[src/include/kgd_pkg.sv]
// constants, types and state records for the knock gesture detector
// What this block does
// - slope is half the sample-to-sample difference
// - global enable bit gates all knock recognition
// - single knock: rise then fall within impact
// - pulse lasts silence window, latch until read
// - second knock starts after silence, before gap
// - second knock must also fall within impact
// - per-axis enable bits gate detection
// - unsigned 5-bit threshold per axis, both signs
// - highest priority axis that overshoots is chosen
// - impact 4 samples at 0, else 8 per step
// - silence 2 samples at 0, else 4 per step
// - tracked-axis overshoot in silence kills double knock
// - gap 16 samples at 0, else 32 per step
// - gap timer starts when silence ends
// - each event routed to each line separately
// - status shows any, single and double flags
// - status shows sign and the knock axis
// - mode bit enables double-knock detection
// - latch targets single or double per mode
// - latched sign and axis held until read
// - latch acts only for routed events
package kgd_pkg;

  localparam int unsigned SMP_W = 16;
  localparam int unsigned THR_SHIFT = SMP_W - 1 - 5;

  // register offsets
  localparam logic [7:0] OFS_CFG0    = 8'h17;
  localparam logic [7:0] OFS_CFG1    = 8'h18;
  localparam logic [7:0] OFS_CFG2    = 8'h19;
  localparam logic [7:0] OFS_ZTHR    = 8'h1a;
  localparam logic [7:0] OFS_STATUS  = 8'h1c;
  localparam logic [7:0] OFS_ALLSRC  = 8'h1d;
  localparam logic [7:0] OFS_FUNC_EN = 8'h50;
  localparam logic [7:0] OFS_TIMING  = 8'h5a;
  localparam logic [7:0] OFS_MOTION  = 8'h5b;
  localparam logic [7:0] OFS_ROUTE_A = 8'h5e;
  localparam logic [7:0] OFS_ROUTE_B = 8'h5f;

  // field positions
  localparam int unsigned B_LATCH   = 0;
  localparam int unsigned B_XEN     = 1;
  localparam int unsigned B_GLOBAL  = 7;
  localparam int unsigned B_MODE    = 7;
  localparam int unsigned B_RT_ONE  = 6;
  localparam int unsigned B_RT_TWO  = 3;
  localparam int unsigned B_PRIO    = 5;
  localparam int unsigned B_SIL     = 2;
  localparam int unsigned B_GAP     = 4;
  localparam int unsigned B_ST_ANY  = 6;
  localparam int unsigned B_ST_ONE  = 5;
  localparam int unsigned B_ST_TWO  = 4;
  localparam int unsigned B_ST_SIGN = 3;

  // reset values
  localparam logic [7:0] RST_REG = 8'h00;

  // window lengths in sample periods
  localparam logic [8:0] IMP_BASE = 9'h004;
  localparam logic [8:0] IMP_STEP = 9'h008;
  localparam logic [8:0] SIL_BASE = 9'h002;
  localparam logic [8:0] SIL_STEP = 9'h004;
  localparam logic [8:0] GAP_BASE = 9'h010;
  localparam logic [8:0] GAP_STEP = 9'h020;

  typedef enum logic [2:0] {
    KGD_IDLE    = 3'h0,
    KGD_IMPACT1 = 3'h1,
    KGD_SILENCE = 3'h3,
    KGD_GAP     = 3'h2,
    KGD_IMPACT2 = 3'h6
  } kgd_phase_e;

  typedef struct packed {
    logic [2:0][SMP_W-1:0] prev;
    logic [2:0]            over;
    logic [2:0]            neg;
    logic                  tick;
  } kgd_slope_s;

endpackage

[src/include/kgd_if.sv]
// carrier between the detector core and the slope unit
`timescale 1ns/1ps
interface kgd_if;
  logic                                 sample_valid;
  logic [2:0][kgd_pkg::SMP_W-1:0]       accel;
  logic [2:0][4:0]                      level;
  logic [2:0]                           over;
  logic [2:0]                           neg;
  logic                                 tick;

  modport core
  (
    output sample_valid,
    output accel,
    output level,
    input  over,
    input  neg,
    input  tick
  );

  modport slope
  (
    input  sample_valid,
    input  accel,
    input  level,
    output over,
    output neg,
    output tick
  );
endinterface

[src/verilog/kgd_slope.sv]
// per-axis slope and threshold compare for the knock detector
`timescale 1ns/1ps
module kgd_slope
(
  input wire logic clock,
  input wire logic rst_b,
  kgd_if.slope     sif
);

  kgd_pkg::kgd_slope_s st_q;
  kgd_pkg::kgd_slope_s st_d;

  // first sample after reset compares against zero, as the filter does
  always_comb
  begin
    logic signed [kgd_pkg::SMP_W:0]   diff;
    logic signed [kgd_pkg::SMP_W-1:0] slope;
    logic [kgd_pkg::SMP_W-1:0]        mag;
    logic [kgd_pkg::SMP_W-1:0]        thr;
    diff  = '0;
    slope = '0;
    mag   = '0;
    thr   = '0;
    st_d  = st_q;
    st_d.tick = sif.sample_valid;
    for (int i = 0; i < 3; i++)
    begin
      diff  = $signed({sif.accel[i][kgd_pkg::SMP_W-1], sif.accel[i]})
            - $signed({st_q.prev[i][kgd_pkg::SMP_W-1], st_q.prev[i]});
      slope = diff[kgd_pkg::SMP_W:1];
      mag   = slope[kgd_pkg::SMP_W-1] ? -slope : slope;
      thr   = {1'b0, sif.level[i], {kgd_pkg::THR_SHIFT{1'b0}}};
      if (sif.sample_valid)
      begin
        st_d.prev[i] = sif.accel[i];
        st_d.over[i] = mag > thr;
        st_d.neg[i]  = slope[kgd_pkg::SMP_W-1];
      end
    end
  end

  always_ff @(posedge clock or negedge rst_b)
  begin
    if (!rst_b)
      st_q <= '0;
    else
      st_q <= st_d;
  end

  assign sif.over = st_q.over;
  assign sif.neg  = st_q.neg;
  assign sif.tick = st_q.tick;

endmodule

[src/verilog/kgd_top.sv]
// knock gesture detector: registers, window timing, status and interrupts
`timescale 1ns/1ps
module kgd_top
(
  input  wire logic                          clock,
  input  wire logic                          rst_b,
  input  wire logic                          sample_valid,
  input  wire logic [kgd_pkg::SMP_W-1:0]     accel_x,
  input  wire logic [kgd_pkg::SMP_W-1:0]     accel_y,
  input  wire logic [kgd_pkg::SMP_W-1:0]     accel_z,
  input  wire logic                          reg_wr,
  input  wire logic                          reg_rd,
  input  wire logic [7:0]                    reg_addr,
  input  wire logic [7:0]                    reg_wdata,
  output logic      [7:0]                    reg_rdata,
  output logic                               irq_line_a,
  output logic                               irq_line_b
);

  typedef struct packed {
    logic [7:0]          knock_config_0;
    logic [7:0]          knock_config_1;
    logic [7:0]          knock_config_2;
    logic [7:0]          zaxis_and_orient_threshold;
    logic [7:0]          functions_enable;
    logic [7:0]          knock_timing_reg;
    logic [7:0]          motion_threshold_reg;
    logic [7:0]          route_line_a_reg;
    logic [7:0]          route_line_b_reg;
    kgd_pkg::kgd_phase_e phase;
    logic [8:0]          cnt;
    logic [1:0]          axis;
    logic                prev_over;
    logic                cap_neg;
    logic                st_any;
    logic                st_one;
    logic                st_two;
    logic                st_sign;
    logic [2:0]          st_axis;
    logic                latch_one;
    logic                latch_two;
    logic                pulse_one;
    logic                pulse_two;
    logic [8:0]          pcnt;
    logic [7:0]          rdata;
    logic                irq_a;
    logic                irq_b;
  } kgd_core_s;

  kgd_core_s st_q;
  kgd_core_s st_d;

  kgd_if sif ();

  // the slope unit sees the raw samples and the live thresholds
  assign sif.sample_valid = sample_valid;
  assign sif.accel        = {accel_z, accel_y, accel_x};
  assign sif.level        = {st_q.zaxis_and_orient_threshold[4:0],
                             st_q.knock_config_2[4:0],
                             st_q.knock_config_1[4:0]};

  kgd_slope u_slope
  (
    .clock (clock),
    .rst_b (rst_b),
    .sif   (sif)
  );

  // axis ordering, most important first; codes 6 and 7 fold onto 0
  function automatic logic [5:0] prio_order(input logic [2:0] code);
    case (code)
      3'h0:    prio_order = {2'h0, 2'h1, 2'h2};
      3'h1:    prio_order = {2'h1, 2'h0, 2'h2};
      3'h2:    prio_order = {2'h0, 2'h2, 2'h1};
      3'h3:    prio_order = {2'h2, 2'h0, 2'h1};
      3'h4:    prio_order = {2'h1, 2'h2, 2'h0};
      3'h5:    prio_order = {2'h2, 2'h1, 2'h0};
      default: prio_order = {2'h0, 2'h1, 2'h2};
    endcase
  endfunction

  // window length from a field: base at zero, else field times step
  function automatic logic [8:0] win_len(input logic [3:0] f,
                                         input logic [8:0] base,
                                         input logic [8:0] step);
    logic [12:0] prod;
    prod = 13'({9'h000, f} * {4'h0, step});
    if (f == 4'h0)
      win_len = base;
    else
      win_len = prod[8:0];
  endfunction

  logic [2:0] axis_en;
  logic [2:0] cand;
  logic [5:0] order;
  logic [8:0] imp_len;
  logic [8:0] sil_len;
  logic [8:0] gap_len;
  logic       global_on;
  logic       latch_sel;
  logic       mode_two;
  logic       rd_clear;

  // decoded configuration
  always_comb
  begin
    axis_en   = st_q.knock_config_0[kgd_pkg::B_XEN +: 3];
    cand      = sif.over & axis_en;
    order     = prio_order(st_q.knock_config_1[kgd_pkg::B_PRIO +: 3]);
    imp_len   = win_len({2'h0, st_q.knock_timing_reg[1:0]},
                        kgd_pkg::IMP_BASE, kgd_pkg::IMP_STEP);
    sil_len   = win_len({2'h0, st_q.knock_timing_reg[kgd_pkg::B_SIL +: 2]},
                        kgd_pkg::SIL_BASE, kgd_pkg::SIL_STEP);
    gap_len   = win_len(st_q.knock_timing_reg[kgd_pkg::B_GAP +: 4],
                        kgd_pkg::GAP_BASE, kgd_pkg::GAP_STEP);
    global_on = st_q.functions_enable[kgd_pkg::B_GLOBAL];
    latch_sel = st_q.knock_config_0[kgd_pkg::B_LATCH];
    mode_two  = st_q.motion_threshold_reg[kgd_pkg::B_MODE];
    rd_clear  = reg_rd && (reg_addr == kgd_pkg::OFS_STATUS ||
                           reg_addr == kgd_pkg::OFS_ALLSRC);
  end

  // next state: register writes, detector sequence, status, interrupts
  always_comb
  begin
    logic       over_sel;
    logic       rise;
    logic       ev_one;
    logic       ev_two;
    logic       rt_one;
    logic       rt_two;
    logic       lat_one;
    logic       lat_two;
    logic [1:0] pick;
    logic [8:0] cnt_n;
    logic       found;
    over_sel = 1'b0;
    rise     = 1'b0;
    ev_one   = 1'b0;
    ev_two   = 1'b0;
    rt_one   = 1'b0;
    rt_two   = 1'b0;
    lat_one  = 1'b0;
    lat_two  = 1'b0;
    pick     = 2'h0;
    cnt_n    = 9'(st_q.cnt + 9'h001);
    found    = 1'b0;
    st_d     = st_q;

    // register writes
    if (reg_wr)
    begin
      case (reg_addr)
        kgd_pkg::OFS_CFG0:    st_d.knock_config_0 = reg_wdata;
        kgd_pkg::OFS_CFG1:    st_d.knock_config_1 = reg_wdata;
        kgd_pkg::OFS_CFG2:    st_d.knock_config_2 = reg_wdata;
        kgd_pkg::OFS_ZTHR:    st_d.zaxis_and_orient_threshold = reg_wdata;
        kgd_pkg::OFS_FUNC_EN: st_d.functions_enable = reg_wdata;
        kgd_pkg::OFS_TIMING:  st_d.knock_timing_reg = reg_wdata;
        kgd_pkg::OFS_MOTION:  st_d.motion_threshold_reg = reg_wdata;
        kgd_pkg::OFS_ROUTE_A: st_d.route_line_a_reg = reg_wdata;
        kgd_pkg::OFS_ROUTE_B: st_d.route_line_b_reg = reg_wdata;
        default:              st_d.knock_config_0 = st_q.knock_config_0;
      endcase
    end

    // walk up from the lowest rank so the highest ranked hit wins
    for (int i = 0; i < 3; i++)
    begin
      if (cand[order[2*i +: 2]])
      begin
        pick  = order[2*i +: 2];
        found = 1'b1;
      end
    end

    // the tracked axis, once the sequence has chosen one
    over_sel = sif.over[st_q.axis] && axis_en[st_q.axis];

    // sequence steps only on a new sample
    if (!global_on)
    begin
      st_d.phase = kgd_pkg::KGD_IDLE;
      st_d.cnt   = 9'h000;
    end
    else if (sif.tick)
    begin
      rise = over_sel && !st_q.prev_over;
      st_d.prev_over = found ? 1'b1 : over_sel;
      case (st_q.phase)
        kgd_pkg::KGD_IDLE:
        begin
          // edge only, so a long overshoot cannot retrigger
          if (found && !st_q.prev_over)
          begin
            st_d.axis    = pick;
            st_d.cap_neg = sif.neg[pick];
            st_d.cnt     = 9'h000;
            st_d.phase   = kgd_pkg::KGD_IMPACT1;
          end
        end
        kgd_pkg::KGD_IMPACT1:
        begin
          if (!over_sel)
          begin
            ev_one   = 1'b1;
            st_d.cnt = 9'h000;
            if (mode_two)
              st_d.phase = kgd_pkg::KGD_SILENCE;
            else
              st_d.phase = kgd_pkg::KGD_IDLE;
          end
          else if (cnt_n >= imp_len)
            st_d.phase = kgd_pkg::KGD_IDLE;
          else
            st_d.cnt = cnt_n;
        end
        kgd_pkg::KGD_SILENCE:
        begin
          if (over_sel)
            st_d.phase = kgd_pkg::KGD_IDLE;
          else if (cnt_n >= sil_len)
          begin
            st_d.cnt   = 9'h000;
            st_d.phase = kgd_pkg::KGD_GAP;
          end
          else
            st_d.cnt = cnt_n;
        end
        kgd_pkg::KGD_GAP:
        begin
          if (rise)
          begin
            st_d.cnt     = 9'h000;
            st_d.cap_neg = sif.neg[st_q.axis];
            st_d.phase   = kgd_pkg::KGD_IMPACT2;
          end
          else if (cnt_n >= gap_len)
            st_d.phase = kgd_pkg::KGD_IDLE;
          else
            st_d.cnt = cnt_n;
        end
        kgd_pkg::KGD_IMPACT2:
        begin
          if (!over_sel)
          begin
            ev_two     = mode_two;
            st_d.phase = kgd_pkg::KGD_IDLE;
          end
          else if (cnt_n >= imp_len)
            st_d.phase = kgd_pkg::KGD_IDLE;
          else
            st_d.cnt = cnt_n;
        end
        default:
        begin
          st_d.phase = kgd_pkg::KGD_IDLE;
          st_d.cnt   = 9'h000;
        end
      endcase
    end

    // routing and latch selection
    rt_one  = st_q.route_line_a_reg[kgd_pkg::B_RT_ONE]
            | st_q.route_line_b_reg[kgd_pkg::B_RT_ONE];
    rt_two  = st_q.route_line_a_reg[kgd_pkg::B_RT_TWO]
            | st_q.route_line_b_reg[kgd_pkg::B_RT_TWO];
    lat_one = latch_sel && !mode_two && rt_one;
    lat_two = latch_sel && mode_two && rt_two;

    // status flags clear on read, a same-cycle event wins
    if (rd_clear)
    begin
      st_d.st_any    = 1'b0;
      st_d.st_one    = 1'b0;
      st_d.st_two    = 1'b0;
      st_d.latch_one = 1'b0;
      st_d.latch_two = 1'b0;
    end
    if (ev_one || ev_two)
    begin
      st_d.st_any = 1'b1;
      st_d.st_one = st_q.st_one | ev_one | (st_d.st_one & ~rd_clear);
      st_d.st_two = st_q.st_two | ev_two | (st_d.st_two & ~rd_clear);
      if (rd_clear)
      begin
        st_d.st_one = ev_one;
        st_d.st_two = ev_two;
      end
      // a pending latch freezes the captured sign and axis
      if (!(st_q.latch_one || st_q.latch_two) || rd_clear)
      begin
        st_d.st_sign = st_q.cap_neg;
        st_d.st_axis = 3'h0;
        st_d.st_axis[2 - st_q.axis] = 1'b1;
      end
    end

    // latched or pulsed interrupt sources
    if (ev_one && lat_one)
      st_d.latch_one = 1'b1;
    if (ev_two && lat_two)
      st_d.latch_two = 1'b1;
    if (sif.tick && st_q.pcnt != 9'h000)
    begin
      st_d.pcnt = 9'(st_q.pcnt - 9'h001);
      if (st_q.pcnt == 9'h001)
      begin
        st_d.pulse_one = 1'b0;
        st_d.pulse_two = 1'b0;
      end
    end
    if ((ev_one && !lat_one) || (ev_two && !lat_two))
    begin
      st_d.pcnt      = sil_len;
      st_d.pulse_one = ev_one && !lat_one;
      st_d.pulse_two = ev_two && !lat_two;
    end

    // line drive, both registered
    st_d.irq_a =
      ((st_d.pulse_one | st_d.latch_one)
        & st_q.route_line_a_reg[kgd_pkg::B_RT_ONE])
      | ((st_d.pulse_two | st_d.latch_two)
        & st_q.route_line_a_reg[kgd_pkg::B_RT_TWO]);
    st_d.irq_b =
      ((st_d.pulse_one | st_d.latch_one)
        & st_q.route_line_b_reg[kgd_pkg::B_RT_ONE])
      | ((st_d.pulse_two | st_d.latch_two)
        & st_q.route_line_b_reg[kgd_pkg::B_RT_TWO]);

    // read data, registered; unmapped offsets read zero
    st_d.rdata = 8'h00;
    if (reg_rd)
    begin
      case (reg_addr)
        kgd_pkg::OFS_CFG0:    st_d.rdata = st_q.knock_config_0;
        kgd_pkg::OFS_CFG1:    st_d.rdata = st_q.knock_config_1;
        kgd_pkg::OFS_CFG2:    st_d.rdata = st_q.knock_config_2;
        kgd_pkg::OFS_ZTHR:    st_d.rdata = st_q.zaxis_and_orient_threshold;
        kgd_pkg::OFS_FUNC_EN: st_d.rdata = st_q.functions_enable;
        kgd_pkg::OFS_TIMING:  st_d.rdata = st_q.knock_timing_reg;
        kgd_pkg::OFS_MOTION:  st_d.rdata = st_q.motion_threshold_reg;
        kgd_pkg::OFS_ROUTE_A: st_d.rdata = st_q.route_line_a_reg;
        kgd_pkg::OFS_ROUTE_B: st_d.rdata = st_q.route_line_b_reg;
        kgd_pkg::OFS_STATUS:
          st_d.rdata = {1'b0, st_q.st_any, st_q.st_one, st_q.st_two,
                        st_q.st_sign, st_q.st_axis};
        kgd_pkg::OFS_ALLSRC:
          st_d.rdata = {5'h00, st_q.st_two, st_q.st_one, st_q.st_any};
        default:              st_d.rdata = 8'h00;
      endcase
    end
  end

  // one register for all state
  always_ff @(posedge clock or negedge rst_b)
  begin
    if (!rst_b)
    begin
      st_q       <= '0;
      st_q.phase <= kgd_pkg::KGD_IDLE;
      st_q.knock_config_0 <= kgd_pkg::RST_REG;
    end
    else
      st_q <= st_d;
  end

  assign reg_rdata  = st_q.rdata;
  assign irq_line_a = st_q.irq_a;
  assign irq_line_b = st_q.irq_b;

endmodule

[config.mk]
export PLATFORM = sky130hd
export DESIGN_NAME = kgd_top
export DESIGN_NICKNAME = d
export VERILOG_FILES = /design/src/include/kgd_pkg.sv /design/src/include/kgd_if.sv /design/src/verilog/kgd_slope.sv /design/src/verilog/kgd_top.sv
export SDC_FILE = /design/constraint.sdc
export NUM_CORES = 1
export LEC_CHECK = 0
export ABC_AREA = 1
export BUFFER_PORTS_ARGS = -buffer_cell sky130_fd_sc_hd__buf_2
export CAP_MARGIN = 20
export CORE_UTILIZATION = 50
export DETAILED_ROUTE_END_ITERATION = 8
export HOLD_SLACK_MARGIN = 0.1
export PLACE_DENSITY = 0.78
export REMOVE_ABC_BUFFERS = 1
export SLEW_MARGIN = 10
export SYNTH_ARGS = -nofsm -noshare
export SYNTH_HDL_FRONTEND = slang
export SYNTH_SLANG_ARGS = --single-unit
[constraint.sdc]
create_clock -name clock -period 8.1 [get_ports clock]
set_clock_uncertainty 0.15 [all_clocks]
set_input_delay 0 -clock clock [delete_from_list [all_inputs] [get_ports clock]]
set_output_delay 0 -clock clock [all_outputs]
set_load 0.05 [all_outputs]
## Word level (Yosys, flattened, before mapping)

Index checks and enable logic that the tools add are counted.

- $lt $le $gt $ge: 13
- Equal/unequal tests: 30
- Muxes and demuxes: 71
- $add $sub $neg: 9
- Reductions and logical operators: 47
- Bitwise logic cells: 18

Operators by type and width:

| cell | number |
|---|---|
| one-hot mux 8 bit (11 select lines) | 1 |
| two-way mux 16 bit | 4 |
| one-hot mux 12 bit (5 select lines) | 1 |
| two-way mux 9 bit | 6 |
| subtractor 16 x 16 -> 17 bit | 3 |
| equality test 8 x 5 -> 1 bit, second input constant | 6 |
| > comparator 16 x 15 -> 1 bit | 3 |
| negator 16 bit | 3 |
| equality test 8 x 7 -> 1 bit, second input constant | 5 |
| two-way mux 12 bit | 3 |
| greater-or-equal comparator 32 x 1 -> 1 bit, second input constant | 1 |
| < comparator 32 x 3 -> 1 bit, second input constant | 1 |
| one-hot mux 6 bit (5 select lines) | 1 |
| greater-or-equal comparator 9 bit | 3 |
| two-way mux 1 bit | 24 |
| two-way mux 11 bit | 2 |
| AND reduction 2 bit | 11 |
| two-way mux 3 bit | 6 |
| two-way mux 2 bit | 8 |
| < comparator 2 x 3 -> 1 bit, second input constant | 5 |
| binary-select mux 1 bit (select 2 bit) | 7 |
| logical AND 1 bit | 14 |
| two-way mux 14 bit | 1 |
| equality test 3 x 2 -> 1 bit, second input constant | 4 |
| other kinds (29) | 65 |

- Input port bits: 69
- Word-level logic and storage cells: 221
- Register bits after elaboration: 173
- Output and inout port bits: 10

## Depth between registers and ports, before layout

Gate-level depths: netlist of the first run.

- Word-level depth: 13
- Gate-level depth with buffers: 29
- Depth with buffers taken out: 29

## By module

From an unflattened synthesis of the first run, not the netlist that was laid out.

- Cells, all modules: 1903
- Area total of the unflattened synthesis: 13265.2 um^2

Modules (own cells, without submodules):

| module | times used | area an instance (um^2) | seq. area each (um^2) | cells each |
|---|---|---|---|---|
| kgd_slope | 1 | 6809.0 | 1376.3 | 1070 |
| kgd_top | 1 | 6456.2 | 2952.8 | 833 |

## Worst setup path after synthesis of the first run

No wires, ideal clock.

- Kind: reg-to-reg
- Start point: register u_slope.st_q[39] (netlist bit)
- End point: register u_slope.st_q, in the netlist u_slope.sif.over[2]
- Arrival: 3094 ps
- Slack: 4736 ps
- Cell stages (with the launch flop): 23
- Required time: 7830 ps
- Setup time: 120 ps
- Clock period less this slack: 3364 ps
- Buffers on the path: 0
- Path through: dfrtp_1 nand2_1 inv_1 fa_1 xor2_1 ha_1 nand3_1 nor2_1 nand3_1 o31ai_4 nand4_1 nand3_1 nand2_1 ha_1 nand2_1 nor3_1 nand2_1 inv_1 nand4_1 nor2_1 nand2_1 nand2_1 a21oi_2

- Cells in the longest elaborated chain, start to end: 4

Ends and longest elaborated chain:

| element | line | text |
|---|---|---|
| start: declaration | kgd_slope.sv:10 | `kgd_pkg::kgd_slope_s st_q;` |
| start signal: assignment | kgd_slope.sv:47 | `st_q <= st_d;` |
| subtractor 16 x 16 -> 17 bit * | kgd_slope.sv:29 | `- $signed({st_q.prev[i][kgd_pkg::SMP_W-1], st_q.prev[i]});` |
| negator 16 bit | kgd_slope.sv:31 | `mag = slope[kgd_pkg::SMP_W-1] ? -slope : slope;` |
| two-way mux 16 bit * | kgd_slope.sv:31 |  |
| > comparator 16 x 15 -> 1 bit * | kgd_slope.sv:36 | `st_d.over[i] = mag > thr;` |

Mark *: on every way between the ends. The rest lies on a longest branch, timed or not.
A chain may end at the register's enable or synchronous reset.

## Final worst setup path of the first run

- Start point: register u_slope.st_q[7] (netlist bit)
- End point: register u_slope.st_q, in the netlist u_slope.sif.over[0]

The elaborated chain is that of the path after synthesis.

==> metrics.yaml, run 1 <==
run_status:
  status: "finished clean"
clock_network:
  postCtsHoldBufs: 97
  cts_sinks: 173
  postCtsSetupBuffers: 0
  cts_buffer_depth: 2
  clkTransAtPathRegs_ps: 90
  cts-resized-gates: 0
  tritoncts: "built"
  clock_latency_ps: 450
  cts_root_buf: "clkbuf_16"
  ctsHtreeMaxLevel: 4
  cts_buffers: 17
die:
  fp.dieW_um: 163
  die_h_um: 163
  start_util_pct: 51.2
  num_rows: 58
  io_pins: 79
  coreArea_sq_mm: 0.0253
  dieArea_sq_mm: 0.0266
timing:
  setup_viol: 0
  fmax_mhz: 265
  grt_setup_unrepaired: "false"
  slew_viol_final: 0
  min_period_ps: 3780
  worst_pin_slew_ps: 865
  fin_crit_sh_pct: 46.6
  layout_setup_ws_ps: 4320
  max-slew-margin-rel_pct: 42.1
  fin_tns_setup_ps: 0
  hold_viol_final: 0
logic_synthesis:
  syn-cell-area_sq_mm: 0.0130
  yosys_register_bits: 173
  async_reset_ff_share_pct: 100
  yosysWarnings: 0
  ys_types: 56
  yosysSeqAreaShare_pct: 33.4
  synth_edf_count: 0
  netlist_instances: 1902
  synth_ff_type: "dfrtp_1"
  synth.avg_cell_area_sq_um: 6.82
global_routing:
  grt_pass1_wl_mm: 55.2
  antenna_found_initial: 1
  gr-total-overflow: 0
  grt_max_degree: 90
  grt_usage_pct: 25.6
  grt_pass1_vias: 12000
power_and_ir_drop:
  p_per_area_mw_per_mm2: 183
  leakage_nw: 8.00
  power_w: 0.00278
  irDropWorstVdd_v: 0.000147
cells_and_area:
  final_cells: 2405
  diodes: 0
  final_area_sq_mm: 0.0152
  nets: 2211
  syn_to_final_growth_pct: 17.1
  layout-drive-gt1-share_pct: 9.06
placed_design:
  place_congestion: 0.947
  dp.cells: 2275
  post-dp-hpwl_mm: 23.9
  dp_slack_ps: 4400
  portBuffers: 78
  placed_area_sq_mm: 0.0136
critical_path:
  startpoint_type: "register"
  r2r_cells: 24
  critPathKind: "reg2reg"
  cp_max_fo: 4
  cp.arrival_ps: 3950
  cp.required_ps: 8280
  cp-end-kind: "register"
drt:
  drc: 0
  routed_wl_mm: 32.4
  wire_per_inst_um: 13.5
  dr_total_vias: 12600
  wl_met3_mm: 1.66
  vias_per_cell: 5.26
  routed.top_layer: "met4"
  drt_first_pass_iters: 5
  met2_length_mm: 15.7
  ant_nets: 0
  drt-initial-drc-count: 1046
  wl_met1_mm: 14.4
job:
  cap_violations: 0
hold_path:
  hp-class: "in2async"
sequential cells by signal (all words and copies together) (netlist names):
name and count:
u_slope.sif.over 3, latch_sel 1, irq_line_b 1, u_slope.sif.neg 3, irq_line_a 1, u_slope.st_q 48
axis_en 3, u_slope.sif.tick 1, mode_two 1, st_q 87, global_on 1, reg_rdata 8
sif.level 15
area by class of cell:
class	count	area, sq um
Fill cell	2343	10100
Sequential cell	173	4330
Clock buffer	17	425
Multi-Input combinational cell	1387	7310
Inverter	305	1140
Tap cell	330	413
Clock inverter	15	181
Timing Repair Buffer	178	1400
report_power, final:
part	internal, W	switching [W]
clock network	0.000416	0.000417
logic	0.000362	0.000586
registers	0.000940	0.0000556
cells by family after synthesis:
family                   Yosys count  synth area share, %
AND/OR/NAND/NOR                  963                 32.0
buffers and inverters            342                 10.4
AO/OA/AOI/OAI                    310                 14.0
flip-flops                       173                 33.4
adder cells (fa/ha/maj)           80                 7.89
XOR/XNOR                          34                 2.47
metal layers:
metal | GRT usage [%] | up-vias
met5 | 0 | -
met4 | 7.43 | 0
met3 | 3.71 | 56
met2 | 44.8 | 346
met1 | 32.7 | 5813
li1 | - | 6432
worst max-delay path: stages, from the launching register on:
cell	delay (ps)
dfrtp_1	390
nand2_1	130
inv_1	70
fa_1	380
nand3b_1	200
nand2_1	120
nand2_1	100
nand2_1	120
nand2_1	60
nand2_1	120
nand2_1	70
nor2_1	100
nand2_1	100
nor3_2	190
a31oi_1	140
xnor2_1	150
ha_1	300
nand2_1	70
nor3_1	190
nand2_1	70
nand3b_1	140
nor2_1	90
nand3_1	80
nand2_1	70
a21oi_2	50
metrics by stage:
| stage | utilization (%) | hold slack, ps |
|---|---|---|
| floorplan | - | -446 |
| global route | 60.0 | 155 |
| CTS | 59.9 | 101 |
| finish | 60.0 | 69.0 |
| detailed placement | 53.7 | 2.34 |
| global placement | 53.7 | -14.0 |
worst paths after layout:
check	from	endpoint	slack (ps)
worst max-delay path	u_slope.st_q[7]	u_slope.sif.over[0]	4320
worst min-delay path	rst_b	st_q[42]	70
worst max register to register	u_slope.st_q[7]	u_slope.sif.over[0]	4320
worst min register to register	sif.level[1]	sif.level[1]	340
max in group asynchronous	rst_b	reg_rdata[1]	6390
min in group clock	reg_addr[2]	st_q[22]	110
cells in the final DEF (no fill, tap or decap), types with 17 or more instances in the layout:
cell type        n
dfrtp_1        173
nor2_1         114
nand3_1        139
clkbuf_16       17
inv_1          294
o21ai_0        153
nand4_1         21
nand2_2         21
ha_1            77
xor2_1          22
buf_2           77
nand2_1        600
dlygate4sd3_1   97
a21oi_1         62
cell usage after synthesis, types with 8 or more instances:
cell / number / area (sq um)
a21o_1: 9 / 67.6
a21oi_1: 62 / 310
a21oi_2: 8 / 70.1
a221oi_1: 14 / 123
buf_4: 9 / 67.6
clkbuf_1: 21 / 78.8
dfrtp_1: 173 / 4330
ha_1: 77 / 963
inv_1: 294 / 1100
inv_2: 10 / 37.5
nand2_1: 600 / 2250
nand2_2: 21 / 131
nand3_1: 139 / 696
nand3b_1: 12 / 90.1
nand4_1: 21 / 131
nor2_1: 114 / 428
nor2_2: 14 / 87.6
nor3_1: 13 / 65.1
o21ai_0: 153 / 766
o21ai_1: 14 / 70.1
xnor2_1: 9 / 78.8
xor2_1: 22 / 193
Note: power is estimated with default switching activity, not from simulation.
==> inputs of run 2 (changes only) <==
Clock period 8.1 ns to 3.5 ns, I/O delays scaled along.
==> run 2 against run 1 <==
Against the previous run:
- the run now ends with setup timing left
- sequential share of layout area is 1.5 points lower
- fmax is 4.9% higher
- utilization is 3.4 points higher
- total power is 150% higher
- critical path depth stayed put
- via count is 2.6% higher
==> metrics.yaml, run 2 (synthesis results as in run 1) <==
clock_network:
  ctsHtreeMaxLevel: 4
  cts_buffer_depth: 2
  clock_latency_ps: 450
  clkTransAtPathRegs_ps: 70
  cts_root_buf: "clkbuf_16"
  cts_buffers: 17
  cts_sinks: 173
  tritoncts: "built"
cells_and_area:
  diodes: 0
  final_cell_mix: "nand2_1 (565), inv_1 (286), dfrtp_1 (171)"
  largest_register: "st_q"
  nets: 2262
  final_util_pct: 63.4
  fillers: 2156
  layout-drive-gt1-share_pct: 14.9
  largest_register_ffs: 87
  final_common_cell: "nand2_1"
  syn_to_final_growth_pct: 23.8
die:
  num_rows: 58
  coreArea_sq_mm: 0.0253
  io_pins: 79
  start_util_pct: 51.2
  dieArea_sq_mm: 0.0266
  die_h_um: 163
  fp.dieW_um: 163
drt:
  wire_per_inst_um: 13.7
  routed_wl_mm: 33.7
  drt-initial-drc-count: 909
  drc: 0
  vias_per_cell: 5.29
  ant_nets: 0
  dr_total_vias: 13000
  drt_first_pass_iters: 5
global_routing:
  grt_usage_pct: 25.6
  grt_max_degree: 102
  grt_pass1_wl_mm: 55.5
  antenna_found_initial: 0
  grt_pass1_vias: 12200
  gr-total-overflow: 0
power_and_ir_drop:
  leakage_nw: 8.24
  irDropWorstVdd_v: 0.000321
  p_per_area_mw_per_mm2: 426
timing:
  setup_viol: 2
  max-slew-margin-rel_pct: 34.6
  layout_setup_ws_ps: -101
  fmax_mhz: 278
  min_period_ps: 3600
  slew_viol_final: 0
  hold_viol_final: 0
  grt_setup_unrepaired: "true"
  fin_crit_sh_pct: 103
  worst_pin_slew_ps: 981
critical_path:
  startpoint_type: "register"
  regToRegStartpoint: "u_slope.st_q[7]"
  cp.arrival_ps: 3780
  reg2reg_slack_ps: -100
  r2r_cells: 24
  cp_max_fo: 3
  cp.required_ps: 3680
  critPathKind: "reg2reg"
  r2r-end: "u_slope.sif.over[0]"
  cp-end-kind: "register"
run_status:
  violations: "setup timing"
  status: "finished with violations"
placed_design:
  place_congestion: 0.923
  post-dp-hpwl_mm: 23.9
  dp_slack_ps: -62.2
  portBuffers: 78
job:
  cap_violations: 0
hold_path:
  hp-class: "in2async"
==> run 2: cell types whose count changed in the layout (fill, tap and decap cells not counted), moves of 6 or more <==
| cell | delta |
|---|---|
| nor2_4 | +6 |
| dlygate4sd3_1 | +11 |
| nand3_1 | -15 |
| inv_2 | +7 |
| ha_1 | -11 |
| nand2_1 | -35 |
| ha_2 | +6 |
| buf_4 | +39 |
| nand2_2 | +30 |
| clkinv_8 | -6 |
| inv_1 | -8 |
| nand3_2 | +11 |
==> run 2: layout make-up <==
type / instances / area [sq um] / area share [%]
clock buffer: 18 / 429 / 2.67
clock inverter: 14 / 175 / 1.09
inverter: 305 / 1150 / 7.16
multi-input combinational: 1387 / 7750 / 48.2
sequential: 173 / 4330 / 27.0
tap: 330 / 413 / 2.57
timing repair buffer: 229 / 1820 / 11.3
==> run 2: critical path, cell delays in order, from the launching register on <==
cell and delay [ps]:
dfrtp_1 390, nand2_2 80, inv_2 40, fa_2 390
nand3b_1 210, nand2_2 120, nand2_2 80, nand2_2 70
nand2_1 50, nand2_1 70, nand2_1 50, nor2_1 100
nand2_1 100, nor3_2 190, a31oi_1 130, xnor2_1 140
ha_1 300, nand2_1 90, nor3_2 190, nand2_1 60
nand3b_1 160, nor2_1 130, nand3_1 80, nand2_1 80
a21oi_2 50
==> run 2: worst max-delay path by stage <==
stage / start / end / slack (ps) / cells past startpoint
after floorplan: u_slope.st_q[39] / u_slope.sif.over[2] / 130 / 22
after global placement: u_slope.st_q[39] / u_slope.sif.over[2] / 60 / 22
after detailed placement: u_slope.st_q[39] / u_slope.sif.over[2] / -60 / 22
after CTS: u_slope.st_q[9] / u_slope.sif.over[0] / -80 / 28
after global routing: u_slope.st_q[7] / u_slope.sif.over[0] / -310 / 24
final: u_slope.st_q[7] / u_slope.sif.over[0] / -100 / 24
==> run 2: metal layers <==
layer	vias up	routed length, um	track usage (%)
li1	6536	-	-
met1	6086	15100	32.5
met2	311	16600	45.2
met3	48	1460	4.06
met4	0	566	6.41
met5	-	0	0
==> run 2: where the power goes <==
group | internal, W | leakage (nW) | switching, W
logic | 0.00101 | 5.74 | 0.00151
registers | 0.00218 | 2.21 | 0.000131
clock network | 0.00109 | 0.291 | 0.000930
total | 0.00427 | 8.24 | 0.00257
==> run 2: per-stage QoR <==
step	power, W	hold WS, ps	area, sq um	TNS, ps	cells
global placement	0.00439	35.7	13800	0	2294
floorplan	0.00390	-446	12800	0	1865
CTS	0.00660	103	15500	-77.5	2437
detailed placement	0.00447	46.6	13800	-105	2294
finish	0.00684	108	16100	-119	2456
global route	0.00728	156	16100	-765	2456
==> run 2: timing repair <==
item | CTS | global route
hold buffers | 108 | 0
buffers inserted | 3 | 19
pin swaps | 5 | 66
endpoints found under the hold margin | 232 | 0
endpoints found under the setup margin | 2 | 12
gates resized for setup | 13 | 105
